## config.mk

```make
export PLATFORM = sky130hd
export DESIGN_NAME = mas_sequencer
export DESIGN_NICKNAME = d
export VERILOG_FILES = /design/src/hw/mas_pkg.sv /design/src/hw/mas_parity.sv /design/src/hw/mas_sequencer.sv
export SDC_FILE = /design/constraint.sdc
export NUM_CORES = 1
export LEC_CHECK = 0
export BUFFER_PORTS_ARGS = -buffer_cell sky130_fd_sc_hd__buf_2
export CAP_MARGIN = 20
export CORE_UTILIZATION = 45
export CTS_CLUSTER_SIZE = 12
export DETAILED_ROUTE_END_ITERATION = 16
export PLACE_DENSITY = 0.92
export SYNTH_ARGS = -nofsm -noshare
export SYNTH_HDL_FRONTEND = slang
export SYNTH_SLANG_ARGS = --single-unit
export TNS_END_PERCENT = 20
```

## constraint.sdc

```tcl
create_clock -name CORE_CLK_IN -period 3.39 [get_ports CORE_CLK_IN]
set_input_delay 0 -clock CORE_CLK_IN [delete_from_list [all_inputs] [get_ports CORE_CLK_IN]]
set_output_delay 0 -clock CORE_CLK_IN [all_outputs]
set_load 0.005 [all_outputs]
```

## src/hw/mas_pkg.sv

```systemverilog
// Package for the memory array sequencer: register map, field positions,
// address windows, sequencer states and the sequencer state record.
// Assumes a 32-bit APB register bus and a single core clock.
package mas_pkg;

    // Register byte offsets on the APB window.
    localparam logic [11:0] MAS_OFS_BANK_SEL = 12'h000;
    localparam logic [11:0] MAS_OFS_STATUS   = 12'h004;
    localparam logic [11:0] MAS_OFS_FAIL_CLR = 12'h008;

    // Field positions.
    localparam int MAS_BANK_BLOCK_BIT = 6;
    localparam int MAS_FAIL_CLR_BIT   = 0;
    localparam int MAS_ST_READ        = 0;
    localparam int MAS_ST_WORD        = 1;
    localparam int MAS_ST_RAM_SPACE   = 2;
    localparam int MAS_ST_EXTERNAL    = 3;
    localparam int MAS_ST_ODD_PERR    = 4;
    localparam int MAS_ST_EVEN_PERR   = 5;
    localparam int MAS_ST_HW_FAIL     = 6;
    localparam int MAS_ST_BUSY        = 7;
    localparam int MAS_ST_BANK        = 8;

    // Address windows of the external and constant spaces.
    localparam logic [15:0] MAS_RAM_EXT_LO = 16'hFF00;
    localparam logic [15:0] MAS_ROM_EXT_HI = 16'h3FFF;
    localparam logic [15:0] MAS_CONST_HI   = 16'h1FFF;

    // Timing chain length and the widest chain the state record can hold.
    localparam int MAS_CHAIN_LEN = 4;
    localparam int MAS_CHAIN_MAX = 8;

    // Sequencer states, one-hot.
    typedef enum logic [3:0] {
        MAS_IDLE    = 4'b0001,
        MAS_ACCESS  = 4'b0010,
        MAS_REFRESH = 4'b0100,
        MAS_EXTERN  = 4'b1000
    } mas_seq_t;

    // Complete state of the sequencer.
    typedef struct packed {
        mas_seq_t    seq;
        logic [7:0]  chain;
        logic        filling;
        logic [15:0] addr;
        logic        rd;
        logic        word;
        logic        ram_sp;
        logic        ext;
        logic        inc;
        logic        av_prev;
        logic        ind_prev;
        logic        ack_prev;
        logic        rfsh_prev;
        logic        pend_acc;
        logic        pend_rfsh;
        logic        accept;
        logic        xconf;
        logic        late;
        logic [7:0]  rcnt;
        logic        ope;
        logic        epe;
        logic        hwfail;
        logic        bank;
        logic [8:0]  odout;
        logic [8:0]  edout;
        logic [31:0] prdata;
    } mas_state_t;

    localparam mas_state_t MAS_STATE_RST = '{seq: MAS_IDLE, av_prev: 1'b1, ind_prev: 1'b1,
                                             ack_prev: 1'b1, default: '0};

endpackage : mas_pkg

```

## src/hw/mas_parity.sv

```systemverilog
// Even parity generator and checker for one 8-bit bank byte.
// Assumes the stored ninth bit arrives together with its byte.
`timescale 1ns/1ns
module mas_parity (
    input  wire logic [7:0] data_in,
    input  wire logic       stored_in,
    output logic            gen_out,
    output logic            err_out
);

    // Even parity: the ninth bit makes the count of ones even.
    assign gen_out = ^data_in;
    assign err_out = ^{data_in, stored_in};

endmodule : mas_parity

```

## src/hw/mas_sequencer.sv

```systemverilog
// Memory array sequencer: bank addressing, dynamic RAM strobes and refresh,
// parity, ROM selection, external space decode and an APB register window.
// Assumes requester inputs synchronous to CORE_CLK_IN and an external refresh timer.
`timescale 1ns/1ns
module mas_sequencer #(
    parameter int CHAIN_LEN = mas_pkg::MAS_CHAIN_LEN
) (
    input  wire logic        CORE_CLK_IN,
    input  wire logic        RST_IN,
    input  wire logic        PSEL_IN,
    input  wire logic        PENABLE_IN,
    input  wire logic        PWRITE_IN,
    input  wire logic [11:0] PADDR_IN,
    input  wire logic [31:0] PWDATA_IN,
    output logic [31:0]      PRDATA_OUT,
    output logic             PREADY_OUT,
    output logic             PSLVERR_OUT,
    input  wire logic        ADDR_VALID_N_IN,
    input  wire logic        INDIRECT_REQUEST_N_IN,
    input  wire logic        REFRESH_REQ_IN,
    input  wire logic [15:0] ADDR_IN,
    input  wire logic        REQ_READ_IN,
    input  wire logic        REQ_WORD_IN,
    input  wire logic        RAM_SPACE_SEL_IN,
    output logic             ADDR_ACCEPTED_N_OUT,
    output logic             DATA_CONFIRM_N_OUT,
    output logic             LATCHED_READ_OUT,
    output logic             LATCHED_WORD_OUT,
    output logic [14:0]      EVEN_BANK_WORD_ADDR_OUT,
    output logic [14:0]      ODD_BANK_WORD_ADDR_OUT,
    output logic             BYTE_LANE_SELECT_OUT,
    output logic             ADDR_INCREMENT_CTL_OUT,
    output logic             REFRESH_LATE_STROBE_OUT,
    output logic             REFRESH_EARLY_STROBE_N_OUT,
    output logic [6:0]       ODD_RAM_ADDR_OUT,
    output logic [6:0]       EVEN_RAM_ADDR_OUT,
    output logic [3:0]       RAS_N_OUT,
    output logic             COLUMN_STROBE_CLK_OUT,
    output logic             RAM_WRITE_OUT,
    output logic             ODD_ARRAY_EN_OUT,
    output logic             EVEN_ARRAY_EN_OUT,
    input  wire logic [7:0]  ODD_WDATA_IN,
    input  wire logic [7:0]  EVEN_WDATA_IN,
    input  wire logic [8:0]  ODD_RAM_DIN_IN,
    input  wire logic [8:0]  EVEN_RAM_DIN_IN,
    output logic [8:0]       ODD_RAM_DOUT_OUT,
    output logic [8:0]       EVEN_RAM_DOUT_OUT,
    output logic             ODD_PARITY_ERR_OUT,
    output logic             EVEN_PARITY_ERR_OUT,
    output logic             HW_FAIL_IRQ_N_OUT,
    output logic             ERROR_LED_OUT,
    output logic             ROM_STROBE_N_OUT,
    output logic             CONSTANT_ROM_SEL_N_OUT,
    output logic [3:0]       ODD_ROM_CS_N_OUT,
    output logic [3:0]       EVEN_ROM_CS_N_OUT,
    output logic             EXTRA_EPROM_EN_OUT,
    output logic             EXTERNAL_SELECT_N_OUT,
    output logic             EXT_REQUEST_N_OUT,
    input  wire logic        EXT_DATA_ACK_N_IN,
    output logic [15:0]      EXTERNAL_ADDR_OUT
);

    // The chain needs separate row, column and strobe stages.
    if (CHAIN_LEN < 3 || CHAIN_LEN > mas_pkg::MAS_CHAIN_MAX)
    begin : g_bad_chain
        $error("CHAIN_LEN must lie between 3 and 8");
    end

    localparam logic [7:0] CMASK = 8'((1 << CHAIN_LEN) - 1);

    mas_pkg::mas_state_t s_r;
    mas_pkg::mas_state_t s_nxt;

    logic        lane;
    logic [14:0] odd_word;
    logic [15:0] even_full;
    logic        inc_any;
    logic        is_rfsh;
    logic        is_acc;
    logic        run;
    logic        done_pt;
    logic        col_phase;
    logic        const_acc;
    logic        ram_acc;
    logic        rom_acc;
    logic        odd_en;
    logic        even_en;
    logic        acc_on;
    logic        rfsh_on;
    logic        av_fall;
    logic        ind_fall;
    logic        ack_fall;
    logic        rfsh_rise;
    logic        ext_hit;
    logic        odd_gen;
    logic        even_gen;
    logic        odd_err;
    logic        even_err;
    logic        fail_set;
    logic        rom_dec_en;
    logic [1:0]  odd_dev;
    logic [1:0]  even_dev;
    logic [31:0] status;
    logic        apb_wr;

    // Parity for the odd and even bytes; one instance per bank.
    mas_parity u_odd_par (
        .data_in   (s_r.rd ? ODD_RAM_DIN_IN[7:0] : ODD_WDATA_IN),
        .stored_in (ODD_RAM_DIN_IN[8]),
        .gen_out   (odd_gen),
        .err_out   (odd_err)
    );
    mas_parity u_even_par (
        .data_in   (s_r.rd ? EVEN_RAM_DIN_IN[7:0] : EVEN_WDATA_IN),
        .stored_in (EVEN_RAM_DIN_IN[8]),
        .gen_out   (even_gen),
        .err_out   (even_err)
    );

    // Address path: the adder feeds the even bank and the external bus.
    assign lane      = s_r.addr[0];
    assign odd_word  = s_r.addr[15:1];
    assign inc_any   = (s_r.word & lane & ~s_r.ext) | s_r.inc;
    assign even_full = s_r.addr + {15'h0000, inc_any};
    assign is_rfsh   = (s_r.seq == mas_pkg::MAS_REFRESH);
    assign is_acc    = (s_r.seq == mas_pkg::MAS_ACCESS);
    assign run       = is_rfsh | is_acc;
    assign done_pt   = run & ~s_r.filling & (s_r.chain == CMASK);
    assign col_phase = s_r.chain[1];

    // Space decode: the constant ROM shadows the lower RAM space.
    assign const_acc = s_r.ram_sp & ~s_r.ext & (s_r.addr <= mas_pkg::MAS_CONST_HI);
    assign ram_acc   = s_r.ram_sp & ~s_r.ext & ~const_acc;
    assign rom_acc   = ~s_r.ext & ~ram_acc;
    assign odd_en    = s_r.word | lane;
    assign even_en   = s_r.word | ~lane;
    assign acc_on    = is_acc & (s_r.chain != 8'h00);
    assign rfsh_on   = is_rfsh & (s_r.chain != 8'h00);

    // Request edges; inputs are synchronous so a single previous sample suffices.
    assign av_fall   = ~ADDR_VALID_N_IN & s_r.av_prev;
    assign ind_fall  = ~INDIRECT_REQUEST_N_IN & s_r.ind_prev;
    assign ack_fall  = ~EXT_DATA_ACK_N_IN & s_r.ack_prev;
    assign rfsh_rise = REFRESH_REQ_IN & ~s_r.rfsh_prev;
    assign ext_hit   = RAM_SPACE_SEL_IN ? (ADDR_IN >= mas_pkg::MAS_RAM_EXT_LO) :
                       ((ADDR_IN <= mas_pkg::MAS_ROM_EXT_HI) & ~s_r.bank);
    assign fail_set  = done_pt & is_acc & s_r.rd & ram_acc &
                       ((odd_err & odd_en) | (even_err & even_en));
    assign apb_wr    = PSEL_IN & PENABLE_IN & PWRITE_IN;

    // Status word as seen by software.
    always_comb
    begin
        status = 32'h00000000;
        status[mas_pkg::MAS_ST_READ]      = s_r.rd;
        status[mas_pkg::MAS_ST_WORD]      = s_r.word;
        status[mas_pkg::MAS_ST_RAM_SPACE] = s_r.ram_sp;
        status[mas_pkg::MAS_ST_EXTERNAL]  = s_r.ext;
        status[mas_pkg::MAS_ST_ODD_PERR]  = s_r.ope;
        status[mas_pkg::MAS_ST_EVEN_PERR] = s_r.epe;
        status[mas_pkg::MAS_ST_HW_FAIL]   = s_r.hwfail;
        status[mas_pkg::MAS_ST_BUSY]      = (s_r.seq != mas_pkg::MAS_IDLE);
        status[mas_pkg::MAS_ST_BANK]      = s_r.bank;
    end

    // Next state: sequencer, timing chain, parity latch and register writes.
    always_comb
    begin
        s_nxt           = s_r;
        s_nxt.accept    = 1'b0;
        s_nxt.xconf     = 1'b0;
        s_nxt.late      = 1'b0;
        s_nxt.av_prev   = ADDR_VALID_N_IN;
        s_nxt.ind_prev  = INDIRECT_REQUEST_N_IN;
        s_nxt.ack_prev  = EXT_DATA_ACK_N_IN;
        s_nxt.rfsh_prev = REFRESH_REQ_IN;
        s_nxt.odout     = {odd_gen, ODD_WDATA_IN};
        s_nxt.edout     = {even_gen, EVEN_WDATA_IN};
        case (s_r.seq)
            mas_pkg::MAS_IDLE:
            begin
                // Refresh goes first; an access waits so the two never overlap.
                if (s_r.pend_rfsh)
                begin
                    s_nxt.seq       = mas_pkg::MAS_REFRESH;
                    s_nxt.pend_rfsh = 1'b0;
                    s_nxt.chain     = 8'h00;
                    s_nxt.filling   = 1'b1;
                end
                else if (s_r.pend_acc)
                begin
                    s_nxt.pend_acc = 1'b0;
                    s_nxt.accept   = 1'b1;
                    s_nxt.addr     = ADDR_IN;
                    s_nxt.rd       = REQ_READ_IN;
                    s_nxt.word     = REQ_WORD_IN;
                    s_nxt.ram_sp   = RAM_SPACE_SEL_IN;
                    s_nxt.ext      = ext_hit;
                    s_nxt.inc      = 1'b0;
                    s_nxt.chain    = 8'h00;
                    s_nxt.filling  = 1'b1;
                    s_nxt.seq      = ext_hit ? mas_pkg::MAS_EXTERN : mas_pkg::MAS_ACCESS;
                end
            end
            mas_pkg::MAS_ACCESS, mas_pkg::MAS_REFRESH:
            begin
                // Fill with ones, then drain with zeros, one stage per clock.
                if (s_r.filling)
                begin
                    s_nxt.chain = {s_r.chain[6:0], 1'b1} & CMASK;
                    if (s_nxt.chain == CMASK)
                    begin
                        s_nxt.filling = 1'b0;
                    end
                end
                else if (s_r.chain == 8'h00)
                begin
                    s_nxt.seq  = mas_pkg::MAS_IDLE;
                    s_nxt.late = is_rfsh;
                end
                else
                begin
                    s_nxt.chain = {s_r.chain[6:0], 1'b0} & CMASK;
                end
            end
            mas_pkg::MAS_EXTERN:
            begin
                // A word needs one acknowledge per byte before the request drops.
                if (ack_fall)
                begin
                    if (s_r.word & ~s_r.inc)
                    begin
                        s_nxt.inc = 1'b1;
                    end
                    else
                    begin
                        s_nxt.inc   = 1'b0;
                        s_nxt.xconf = 1'b1;
                        s_nxt.seq   = mas_pkg::MAS_IDLE;
                    end
                end
            end
            default:
            begin
                s_nxt.seq = mas_pkg::MAS_IDLE;
            end
        endcase
        // Requests are set after the case so a new one is never lost to a start.
        if (av_fall | ind_fall)
        begin
            s_nxt.pend_acc = 1'b1;
        end
        if (rfsh_rise)
        begin
            s_nxt.pend_rfsh = 1'b1;
        end
        if (s_r.late)
        begin
            s_nxt.rcnt = s_r.rcnt + 8'h01;
        end
        // Parity is sampled when the column strobe has settled.
        if (done_pt & is_acc & s_r.rd & ram_acc)
        begin
            s_nxt.ope = odd_err & odd_en;
            s_nxt.epe = even_err & even_en;
        end
        // Register window; a failure arriving with its clear stays set.
        if (PSEL_IN & ~PENABLE_IN)
        begin
            s_nxt.prdata = (PADDR_IN == mas_pkg::MAS_OFS_STATUS) ? status : 32'h00000000;
        end
        if (apb_wr && PADDR_IN == mas_pkg::MAS_OFS_BANK_SEL)
        begin
            s_nxt.bank = PWDATA_IN[mas_pkg::MAS_BANK_BLOCK_BIT];
        end
        if (apb_wr && PADDR_IN == mas_pkg::MAS_OFS_FAIL_CLR && PWDATA_IN[mas_pkg::MAS_FAIL_CLR_BIT])
        begin
            s_nxt.hwfail = 1'b0;
        end
        if (fail_set)
        begin
            s_nxt.hwfail = 1'b1;
        end
    end

    // State register.
    always_ff @(posedge CORE_CLK_IN or posedge RST_IN)
    begin
        if (RST_IN)
        begin
            s_r <= mas_pkg::MAS_STATE_RST;
        end
        else
        begin
            s_r <= s_nxt;
        end
    end

    // APB answers with no wait states; unmapped offsets raise an error.
    assign PRDATA_OUT  = s_r.prdata;
    assign PREADY_OUT  = 1'b1;
    assign PSLVERR_OUT = PSEL_IN & PENABLE_IN & (PADDR_IN != mas_pkg::MAS_OFS_BANK_SEL) &
                         (PADDR_IN != mas_pkg::MAS_OFS_STATUS) &
                         (PADDR_IN != mas_pkg::MAS_OFS_FAIL_CLR);

    // Handshake and latched status.
    assign ADDR_ACCEPTED_N_OUT = ~s_r.accept;
    assign DATA_CONFIRM_N_OUT  = ~((done_pt & is_acc) | s_r.xconf);
    assign LATCHED_READ_OUT    = s_r.rd;
    assign LATCHED_WORD_OUT    = s_r.word;

    // Bank addressing; refresh overrides the low odd-bank lines.
    assign EVEN_BANK_WORD_ADDR_OUT = even_full[15:1];
    assign ODD_BANK_WORD_ADDR_OUT  = is_rfsh ? {odd_word[14:7], s_r.rcnt[7:1]} : odd_word;
    assign BYTE_LANE_SELECT_OUT    = is_rfsh ? s_r.rcnt[0] : lane;
    assign ADDR_INCREMENT_CTL_OUT  = s_r.inc;
    assign EXTERNAL_ADDR_OUT       = even_full;
    assign REFRESH_LATE_STROBE_OUT    = s_r.late;
    assign REFRESH_EARLY_STROBE_N_OUT = ~rfsh_on;

    // Dynamic RAM: row half first, column half from the second stage on.
    assign ODD_RAM_ADDR_OUT  = (col_phase & is_acc) ? ODD_BANK_WORD_ADDR_OUT[13:7] :
                               ODD_BANK_WORD_ADDR_OUT[6:0];
    assign EVEN_RAM_ADDR_OUT = (col_phase & is_acc) ? EVEN_BANK_WORD_ADDR_OUT[13:7] :
                               EVEN_BANK_WORD_ADDR_OUT[6:0];
    assign COLUMN_STROBE_CLK_OUT = acc_on & ram_acc & s_r.chain[CHAIN_LEN-1];

    // Row strobes per section {odd high, odd low, even high, even low}.
    assign RAS_N_OUT[0] = ~(rfsh_on | (acc_on & ram_acc & even_en & ~even_full[15]));
    assign RAS_N_OUT[1] = ~(rfsh_on | (acc_on & ram_acc & even_en & even_full[15]));
    assign RAS_N_OUT[2] = ~(rfsh_on | (acc_on & ram_acc & odd_en & ~s_r.addr[15]));
    assign RAS_N_OUT[3] = ~(rfsh_on | (acc_on & ram_acc & odd_en & s_r.addr[15]));
    assign RAM_WRITE_OUT     = is_acc & ram_acc & ~s_r.rd;
    assign ODD_ARRAY_EN_OUT  = is_acc & ram_acc & odd_en;
    assign EVEN_ARRAY_EN_OUT = is_acc & ram_acc & even_en;
    assign ODD_RAM_DOUT_OUT  = s_r.odout;
    assign EVEN_RAM_DOUT_OUT = s_r.edout;
    assign ODD_PARITY_ERR_OUT  = s_r.ope;
    assign EVEN_PARITY_ERR_OUT = s_r.epe;
    assign HW_FAIL_IRQ_N_OUT   = ~s_r.hwfail;
    assign ERROR_LED_OUT       = s_r.hwfail;

    // ROM decode; firmware slot three is left to the extra EPROMs.
    assign ROM_STROBE_N_OUT       = ~(acc_on & rom_acc);
    assign CONSTANT_ROM_SEL_N_OUT = ~(acc_on & const_acc);
    assign odd_dev    = const_acc ? 2'h3 : odd_word[14:13];
    assign even_dev   = const_acc ? 2'h3 : even_full[15:14];
    assign rom_dec_en = ~ROM_STROBE_N_OUT & (~s_r.ram_sp | const_acc);
    assign ODD_ROM_CS_N_OUT  = (rom_dec_en & odd_en & (const_acc | odd_dev != 2'h3)) ?
                               ~(4'h1 << odd_dev) : 4'hF;
    assign EVEN_ROM_CS_N_OUT = (rom_dec_en & even_en & (const_acc | even_dev != 2'h3)) ?
                               ~(4'h1 << even_dev) : 4'hF;
    assign EXTRA_EPROM_EN_OUT = s_r.bank;

    // External request holds for the whole external access.
    assign EXTERNAL_SELECT_N_OUT = ~(s_r.seq == mas_pkg::MAS_EXTERN);
    assign EXT_REQUEST_N_OUT     = ~(s_r.seq == mas_pkg::MAS_EXTERN);
endmodule : mas_sequencer

```

==> reports/qor.yml, run 1 <==
area_delta_synth_final_pct: 26.9
place.gp.congestion: 0.873
grt_most_used_layer: "met2"
p_total_mw: 3.97
critPathLaunchType: "flop"
start_util_pct: 46.7
hp-class: "input pin to flop"
fin_crit_sh_pct: 87.9
core_mm2: 0.00982
routedWlPerCell_um: 15.8
io_pins: 251
drive_gt1_share_pct: 38.4
seq_power_share_pct: 38.0
die_x_um: 103
slew_viol_final: 0
grt_pass1_vias: 3743
fillers: 887
pwr-share-clk_pct: 17.5
grt_use_met2_pct: 41.8
finClkSkew_ns: 0.00823
crit_required_ns: 3.39
drt_iter0_drc: 175
cts_root_buf: "clkbuf_8"
yosysTopAreaCellShare_pct: 40.4
met3_usage_pct: 4.54
fmax_mhz: 336
grt_util_all_layers_pct: 23.6
via_count: 3909
wirelength_um: 12500
end_kind: "primary output"
fin_tns_setup_ns: 0
synth.most_common_cell: "nand2_1"
cts_tree: "yes"
cts_buffers: 9
finalSetupViolCount: 0
async_flop_share_pct: 100
firstDrtPassIters: 4
io_buffers: 196
ys_seq_elements: 78
synth_edf_count: 0
ys_types: 51
cp_max_fo: 9
ys_seq_area_share_pct: 42.7
regArea_mm2: 0.00196
layout.nets: 763
syn_avg_cell_area_um2: 9.78
status: "completed"
grt_max_degree: 46
multi_input_area_mm2: 0.00205
relSlewSlack_pct: 37.9
via_per_inst: 4.94
die_y_um: 103
switchingPower_mw: 1.63
tightest_slew_ns: 0.923
powerDensity_mw_per_mm2: 683
arrival_ns: 2.98
drcViolationCount: 0
worstSetupPathType: "flop to primary output"
yosysTopAreaCell: "dfrtp_1"
dieArea_mm2: 0.0106
synth_ff_type: "dfrtp_1"
ys_warn_count: 0
htreeDepth: 3
cts_buffer_depth: 2
ir_worst_vdd_v: 0.000420
grt_setup_unrepaired: "false"
syn_inst: 469
switching_share_pct: 40.9
synthTopCellsByArea: "dfrtp_1 (40%), buf_4 (12%), nand2_1 (7.0%), mux2_2 (5.4%), xnor2_1 (4.4%)"
syn_area_mm2: 0.00459
antenna_found_initial: 0
period_needed_ns: 2.98
power.internal_mw: 2.35
synth_commonest_cells: "nand2_1 (85), buf_4 (76), dfrtp_1 (74)"
dp_hpwl_um: 9160
use_met1_pct: 27.7
num_rows: 36
grt-ovfl-total: 0
maxCapViolations: 0
insertion_delay_ns: 0.35
drtAntennaViolNets: 0
p_comb_share_pct: 44.5
antennaDiodeCount: 0
hold_viol: 0
path_clk_slew_ns: 0.08
cts.sinks: 78
grt_pass1_wl_um: 18600
power.leakage_nw: 2.93
-- timing repair --
| action | 4_1_cts | 5_1_grt |
|---|---|---|
| hold buffers | 41 | 0 |
| setup endpoints to repair | 0 | 2 |
| endpoints found under the hold margin | 82 | 0 |
| setup buffers | 0 | 0 |
| gates resized for setup | 0 | 1 |
-- routing by layer --
| metal | vias to the layer above | wire length (um) | part of all wire (%) |
|---|---|---|---|
| met4 | 0 | 259 | 2.1 |
| li1 | 1856 | - | - |
| met3 | 24 | 910 | 7.3 |
| met2 | 180 | 6270 | 50 |
| met1 | 1849 | 5090 | 41 |
| met5 | - | 0 | 0 |
-- kinds of logic after synthesis --
kind of cell	share of synthesized area, %
mux	6.28
other cells	0.164
flops	42.7
xor+xnor	9.88
simple gates	18.3
buf+inv	14.5
fa+ha+maj	0.819
compound gates	7.31
-- cells in the final DEF (no fill, tap or decap), drive strengths merged, types with 10 or more instances in the layout --
cell         netlist  routed
a22o              15      15
buf               82     198
clkbuf             5      10
conb               2      24
dfrtp             74      74
dlygate4sd3        0      41
inv               11      12
mux2              22      22
nand2             85      85
nand3             14      14
nor2              21      21
o21ai             16      16
xnor2             26      26
xor2              18      18
-- final timing paths --
check,from,end,slack (ns),depth (start not counted)
max in group asynchronous,RST_IN,PRDATA_OUT[3]$_DFFE_PP0P_,2.18,4
min reg2reg,s_r[67]$_DFF_PP0_,s_r[65]$_DFFE_PP0P_,0.41,1
max,LATCHED_WORD_OUT$_DFFE_PP0P_,EVEN_ROM_CS_N_OUT[1],0.41,10
max reg2reg,s_r[101]$_DFFE_PP1P_,s_r[72]$_DFFE_PP0P_,0.80,6
min,PWDATA_IN[0],ERROR_LED_OUT$_DFFE_PP0P_,0.07,4
min in group asynchronous,RST_IN,ODD_RAM_DOUT_OUT[0]$_DFF_PP0_,0.31,3
-- critical path, cell delays in order (launching register included) --
cell	delay, ns
dfrtp_1	0.52
nand2_1	0.09
o21bai_1	0.15
ha_1	0.23
nand3_1	0.13
nor4_2	0.38
nand3_1	0.22
xnor2_2	0.25
nor4b_2	0.42
nand2_1	0.09
buf_2	0.15
-- power groups by stage --
stage	combinational (mW)	clock, mW	sequential, mW
after floorplan	1.37	0	1.35
after global routing	1.95	0.762	1.54
final	1.77	0.695	1.51
after CTS	1.77	0.720	1.50
after detailed placement	1.73	0	1.52
after global placement	1.70	0	1.50
-- stage by stage --
stage               util [%]  hold WS (ns)  instance area [um2]  std cells  setup WS [ns]
finish                  59.3        0.0661                 5820        792          0.411
global route            59.3        0.0777                 5820        792         0.0581
CTS                     59.2        0.0589                 5810        792         0.0654
detailed placement      53.0         0.122                 5210        735          0.463
global placement        53.0         0.117                 5210        735          0.588
floorplan                  -       0.00448                 4670        491           1.30
-- flip-flops by register name (all words and copies together) (netlist names) --
register and flops:
ODD_PARITY_ERR_OUT 1, LATCHED_READ_OUT 1, REFRESH_LATE_STROBE_OUT 1, EVEN_RAM_DOUT_OUT 9, col_phase 1, lane 1, ODD_RAM_DOUT_OUT 9, EVEN_PARITY_ERR_OUT 1
ERROR_LED_OUT 1, PRDATA_OUT 9, odd_word 15, EXTRA_EPROM_EN_OUT 1, ADDR_INCREMENT_CTL_OUT 1, LATCHED_WORD_OUT 1, s_r 26
-- final cells by class --
class / count / share of cell area, %
clock inverters: 6 / 1.20
repair buffers: 239 / 24.2
clock buffers: 10 / 2.19
inverters: 11 / 0.731
flip-flops and latches: 78 / 33.6
multi-input cells: 315 / 35.2
well taps: 133 / 2.86
Note: power is estimated with default switching activity, not from simulation.
==> run 2: changes to the inputs <==
--- a/config.mk
+++ b/config.mk
@@ -10,6 +10,7 @@
 export CORE_UTILIZATION = 45
 export CTS_CLUSTER_SIZE = 12
 export DETAILED_ROUTE_END_ITERATION = 16
+export GPL_TIMING_DRIVEN = 0
 export PLACE_DENSITY = 0.92
 export SYNTH_ARGS = -nofsm -noshare
 export SYNTH_HDL_FRONTEND = slang
==> run 2 against run 1 <==
Setup slack got worse by 0.096 ns. Utilization is 6.9 points higher. Sequential share of layout area shrank 3.5 points. Register-to-register slack improved by 0.55 ns. Die area stayed put. Sequential cell count unchanged. Critical path depth unchanged. Critical path type unchanged. Largest power group unchanged.
==> reports/qor.yml, run 2 (synthesis results as in run 1) <==
status: "completed"
powerDensity_mw_per_mm2: 680  # -0.37%
hold_slack_ns: 0.0653  # -0.000800 ns
grt_max_degree: 47  # +2.2%
finClkSkew_ns: 0.0121  # +0.00383 ns
cp_cell_sequence: "nand2_1, o21bai_1, ha_1, nand3_1, nor4_2, nand3_1, xnor2_2, nor4b_2, nand2_1, buf_2"
cts_buffer_depth: 2  # unchanged
drt_iter0_drc: 114  # -35%
wirelength_um: 13100  # +4.6%
worstSetupPathType: "flop to primary output"
postCtsSetupBuffers: 0  # unchanged
relSlewSlack_pct: 40.3  # +2.4 points
switching_share_pct: 38.2  # -2.7 points
seq_power_share_pct: 32.4  # -5.6 points
htreeDepth: 3  # unchanged
period_needed_ns: 3.08  # +0.0964 ns
hp-class: "input pin to flop"
slew_viol_final: 0  # unchanged
crit_required_ns: 3.39  # about the same
max_stage_delay_ns: 0.57  # +0.05 ns
cts.sinks: 78  # unchanged
die_x_um: 103  # unchanged
grt_pass1_wl_um: 19700  # +5.7%
critPathLaunchType: "flop"
end_kind: "primary output"
drive_gt1_share_pct: 44.8  # +6.4 points
die_y_um: 103  # unchanged
dp_hpwl_um: 9780  # +6.8%
largest_reg_flops: 26  # unchanged
p_total_mw: 4.42  # +11%
arrival_ns: 3.08  # +0.10 ns
cp_slowest_cell: "dfrtp_1"
grt-ovfl-total: 0  # unchanged
via_count: 4259  # +9.0%
finalSetupViolCount: 0  # unchanged
switchingPower_mw: 1.69  # +3.9%
cts_buffers: 9  # unchanged
routedWlPerCell_um: 14.9  # -5.7%
grt_util_all_layers_pct: 24.8  # +1.2 points
hold_viol: 0  # unchanged
ir_worst_vdd_v: 0.000410  # -2.4%
power.leakage_nw: 3.39  # +15%
final_cell_mix: "buf_2 (201), nand2_1 (85), buf_4 (76)"
core_mm2: 0.00982  # unchanged
cts_tree: "yes"
fin_crit_sh_pct: 90.7  # +2.8 points
pwr-share-clk_pct: 18.7  # +1.2 points
via_per_inst: 4.85  # -1.7%
crit_buf_inv: 1  # unchanged
io_pins: 251  # unchanged
largest_register: "s_r"
io_buffers: 196  # unchanged
maxCapViolations: 0  # unchanged
firstDrtPassIters: 4  # unchanged
tightest_slew_ns: 0.888  # -0.0354 ns
path_clk_slew_ns: 0.08  # about the same
place.gp.congestion: 0.805  # -7.8%
reg2reg_setup_slack_ns: 1.35  # +0.55 ns
fin_tns_setup_ns: 0  # unchanged
drtAntennaViolNets: 0  # unchanged
power.internal_mw: 2.73  # +16%
area_delta_synth_final_pct: 41.8
cts_root_buf: "clkbuf_8"
fillers: 783  # -12%
final_core_util_pct: 66.2  # +6.9 points
dieArea_mm2: 0.0106  # unchanged
drcViolationCount: 0  # unchanged
antennaDiodeCount: 0  # unchanged
antenna_found_initial: 0  # unchanged
p_comb_share_pct: 48.9  # +4.4 points
start_util_pct: 46.7  # unchanged
insertion_delay_ns: 0.34  # about the same
fmax_mhz: 325  # -3.1%
grt_setup_unrepaired: "false"
critPathTopFamily: "simple AND/OR/NAND/NOR gates"
final_common_cell: "buf_2"
num_rows: 36  # unchanged
layout.nets: 849  # +11%
grt_pass1_vias: 3987  # +6.5%
cp_max_fo: 9  # unchanged
[run 2: worst reg2reg max path, cell delays in order (launching register included)]
cell and delay, ns:
dfstp_2 0.64, nand3b_1 0.25, nor2_1 0.15, nand2_1 0.24
inv_1 0.24, buf_2 0.24, nand2_1 0.08, nand2_1 0.11
[run 2: final timing paths]
kind,from,end,depth (start not counted)
worst min-delay path,PWDATA_IN[0],ERROR_LED_OUT$_DFFE_PP0P_,4
min in group asynchronous,RST_IN,ODD_RAM_DOUT_OUT[5]$_DFF_PP0_,3
worst max-delay path,LATCHED_WORD_OUT$_DFFE_PP0P_,EVEN_ROM_CS_N_OUT[1],10
worst min register to register,s_r[67]$_DFF_PP0_,s_r[65]$_DFFE_PP0P_,1
max in group asynchronous,RST_IN,s_r[101]$_DFFE_PP1P_,4
worst max register to register,s_r[101]$_DFFE_PP1P_,LATCHED_READ_OUT$_DFFE_PP0P_,7
[run 2: repair_timing]
action / CTS / global route
hold endpoints to repair: 74 / 0
endpoints found under the setup margin: 2 / 0
hold buffers: 41 / 0
resized for setup: 1 / 0
[run 2: power by group through the flow]
stage	clock network [mW]	logic, mW	registers, mW
after floorplan	0	1.37	1.35
after global routing	0.885	2.37	1.46
after CTS	0.842	2.16	1.43
after detailed placement	0	2.11	1.44
after global placement	0	2.07	1.43
final	0.825	2.16	1.43
[run 2: layer usage]
| metal | wire, um | track usage (%) | up-vias |
|---|---|---|---|
| li1 | - | - | 2020 |
| met1 | 5370 | 29.9 | 2050 |
| met2 | 6610 | 44.3 | 176 |
| met3 | 938 | 3.86 | 13 |
| met4 | 190 | 9.53 | 0 |
| met5 | 0 | 0 | - |
[run 2: through the flow]
stage	instance area (um2)	setup slack [ns]	instances
floorplan	4670	1.30	491
global placement	5820	0.363	820
detailed placement	5850	0.380	821
CTS	6500	0.237	878
global route	6500	0.0814	878
finish	6500	0.314	878
[run 2: cell type report]
cell class                 count  area (um2)  share of cell area [%]
tap                          133         166                    2.56
multi-input combinational    315        2050                    31.5
clock inverter                 6         111                    1.71
timing repair buffer         238        1420                    21.8
inverter                      11        43.8                   0.674
sequential                    78        1960                    30.1
buffer                        87         626                    9.62
clock buffer                  10         128                    1.96
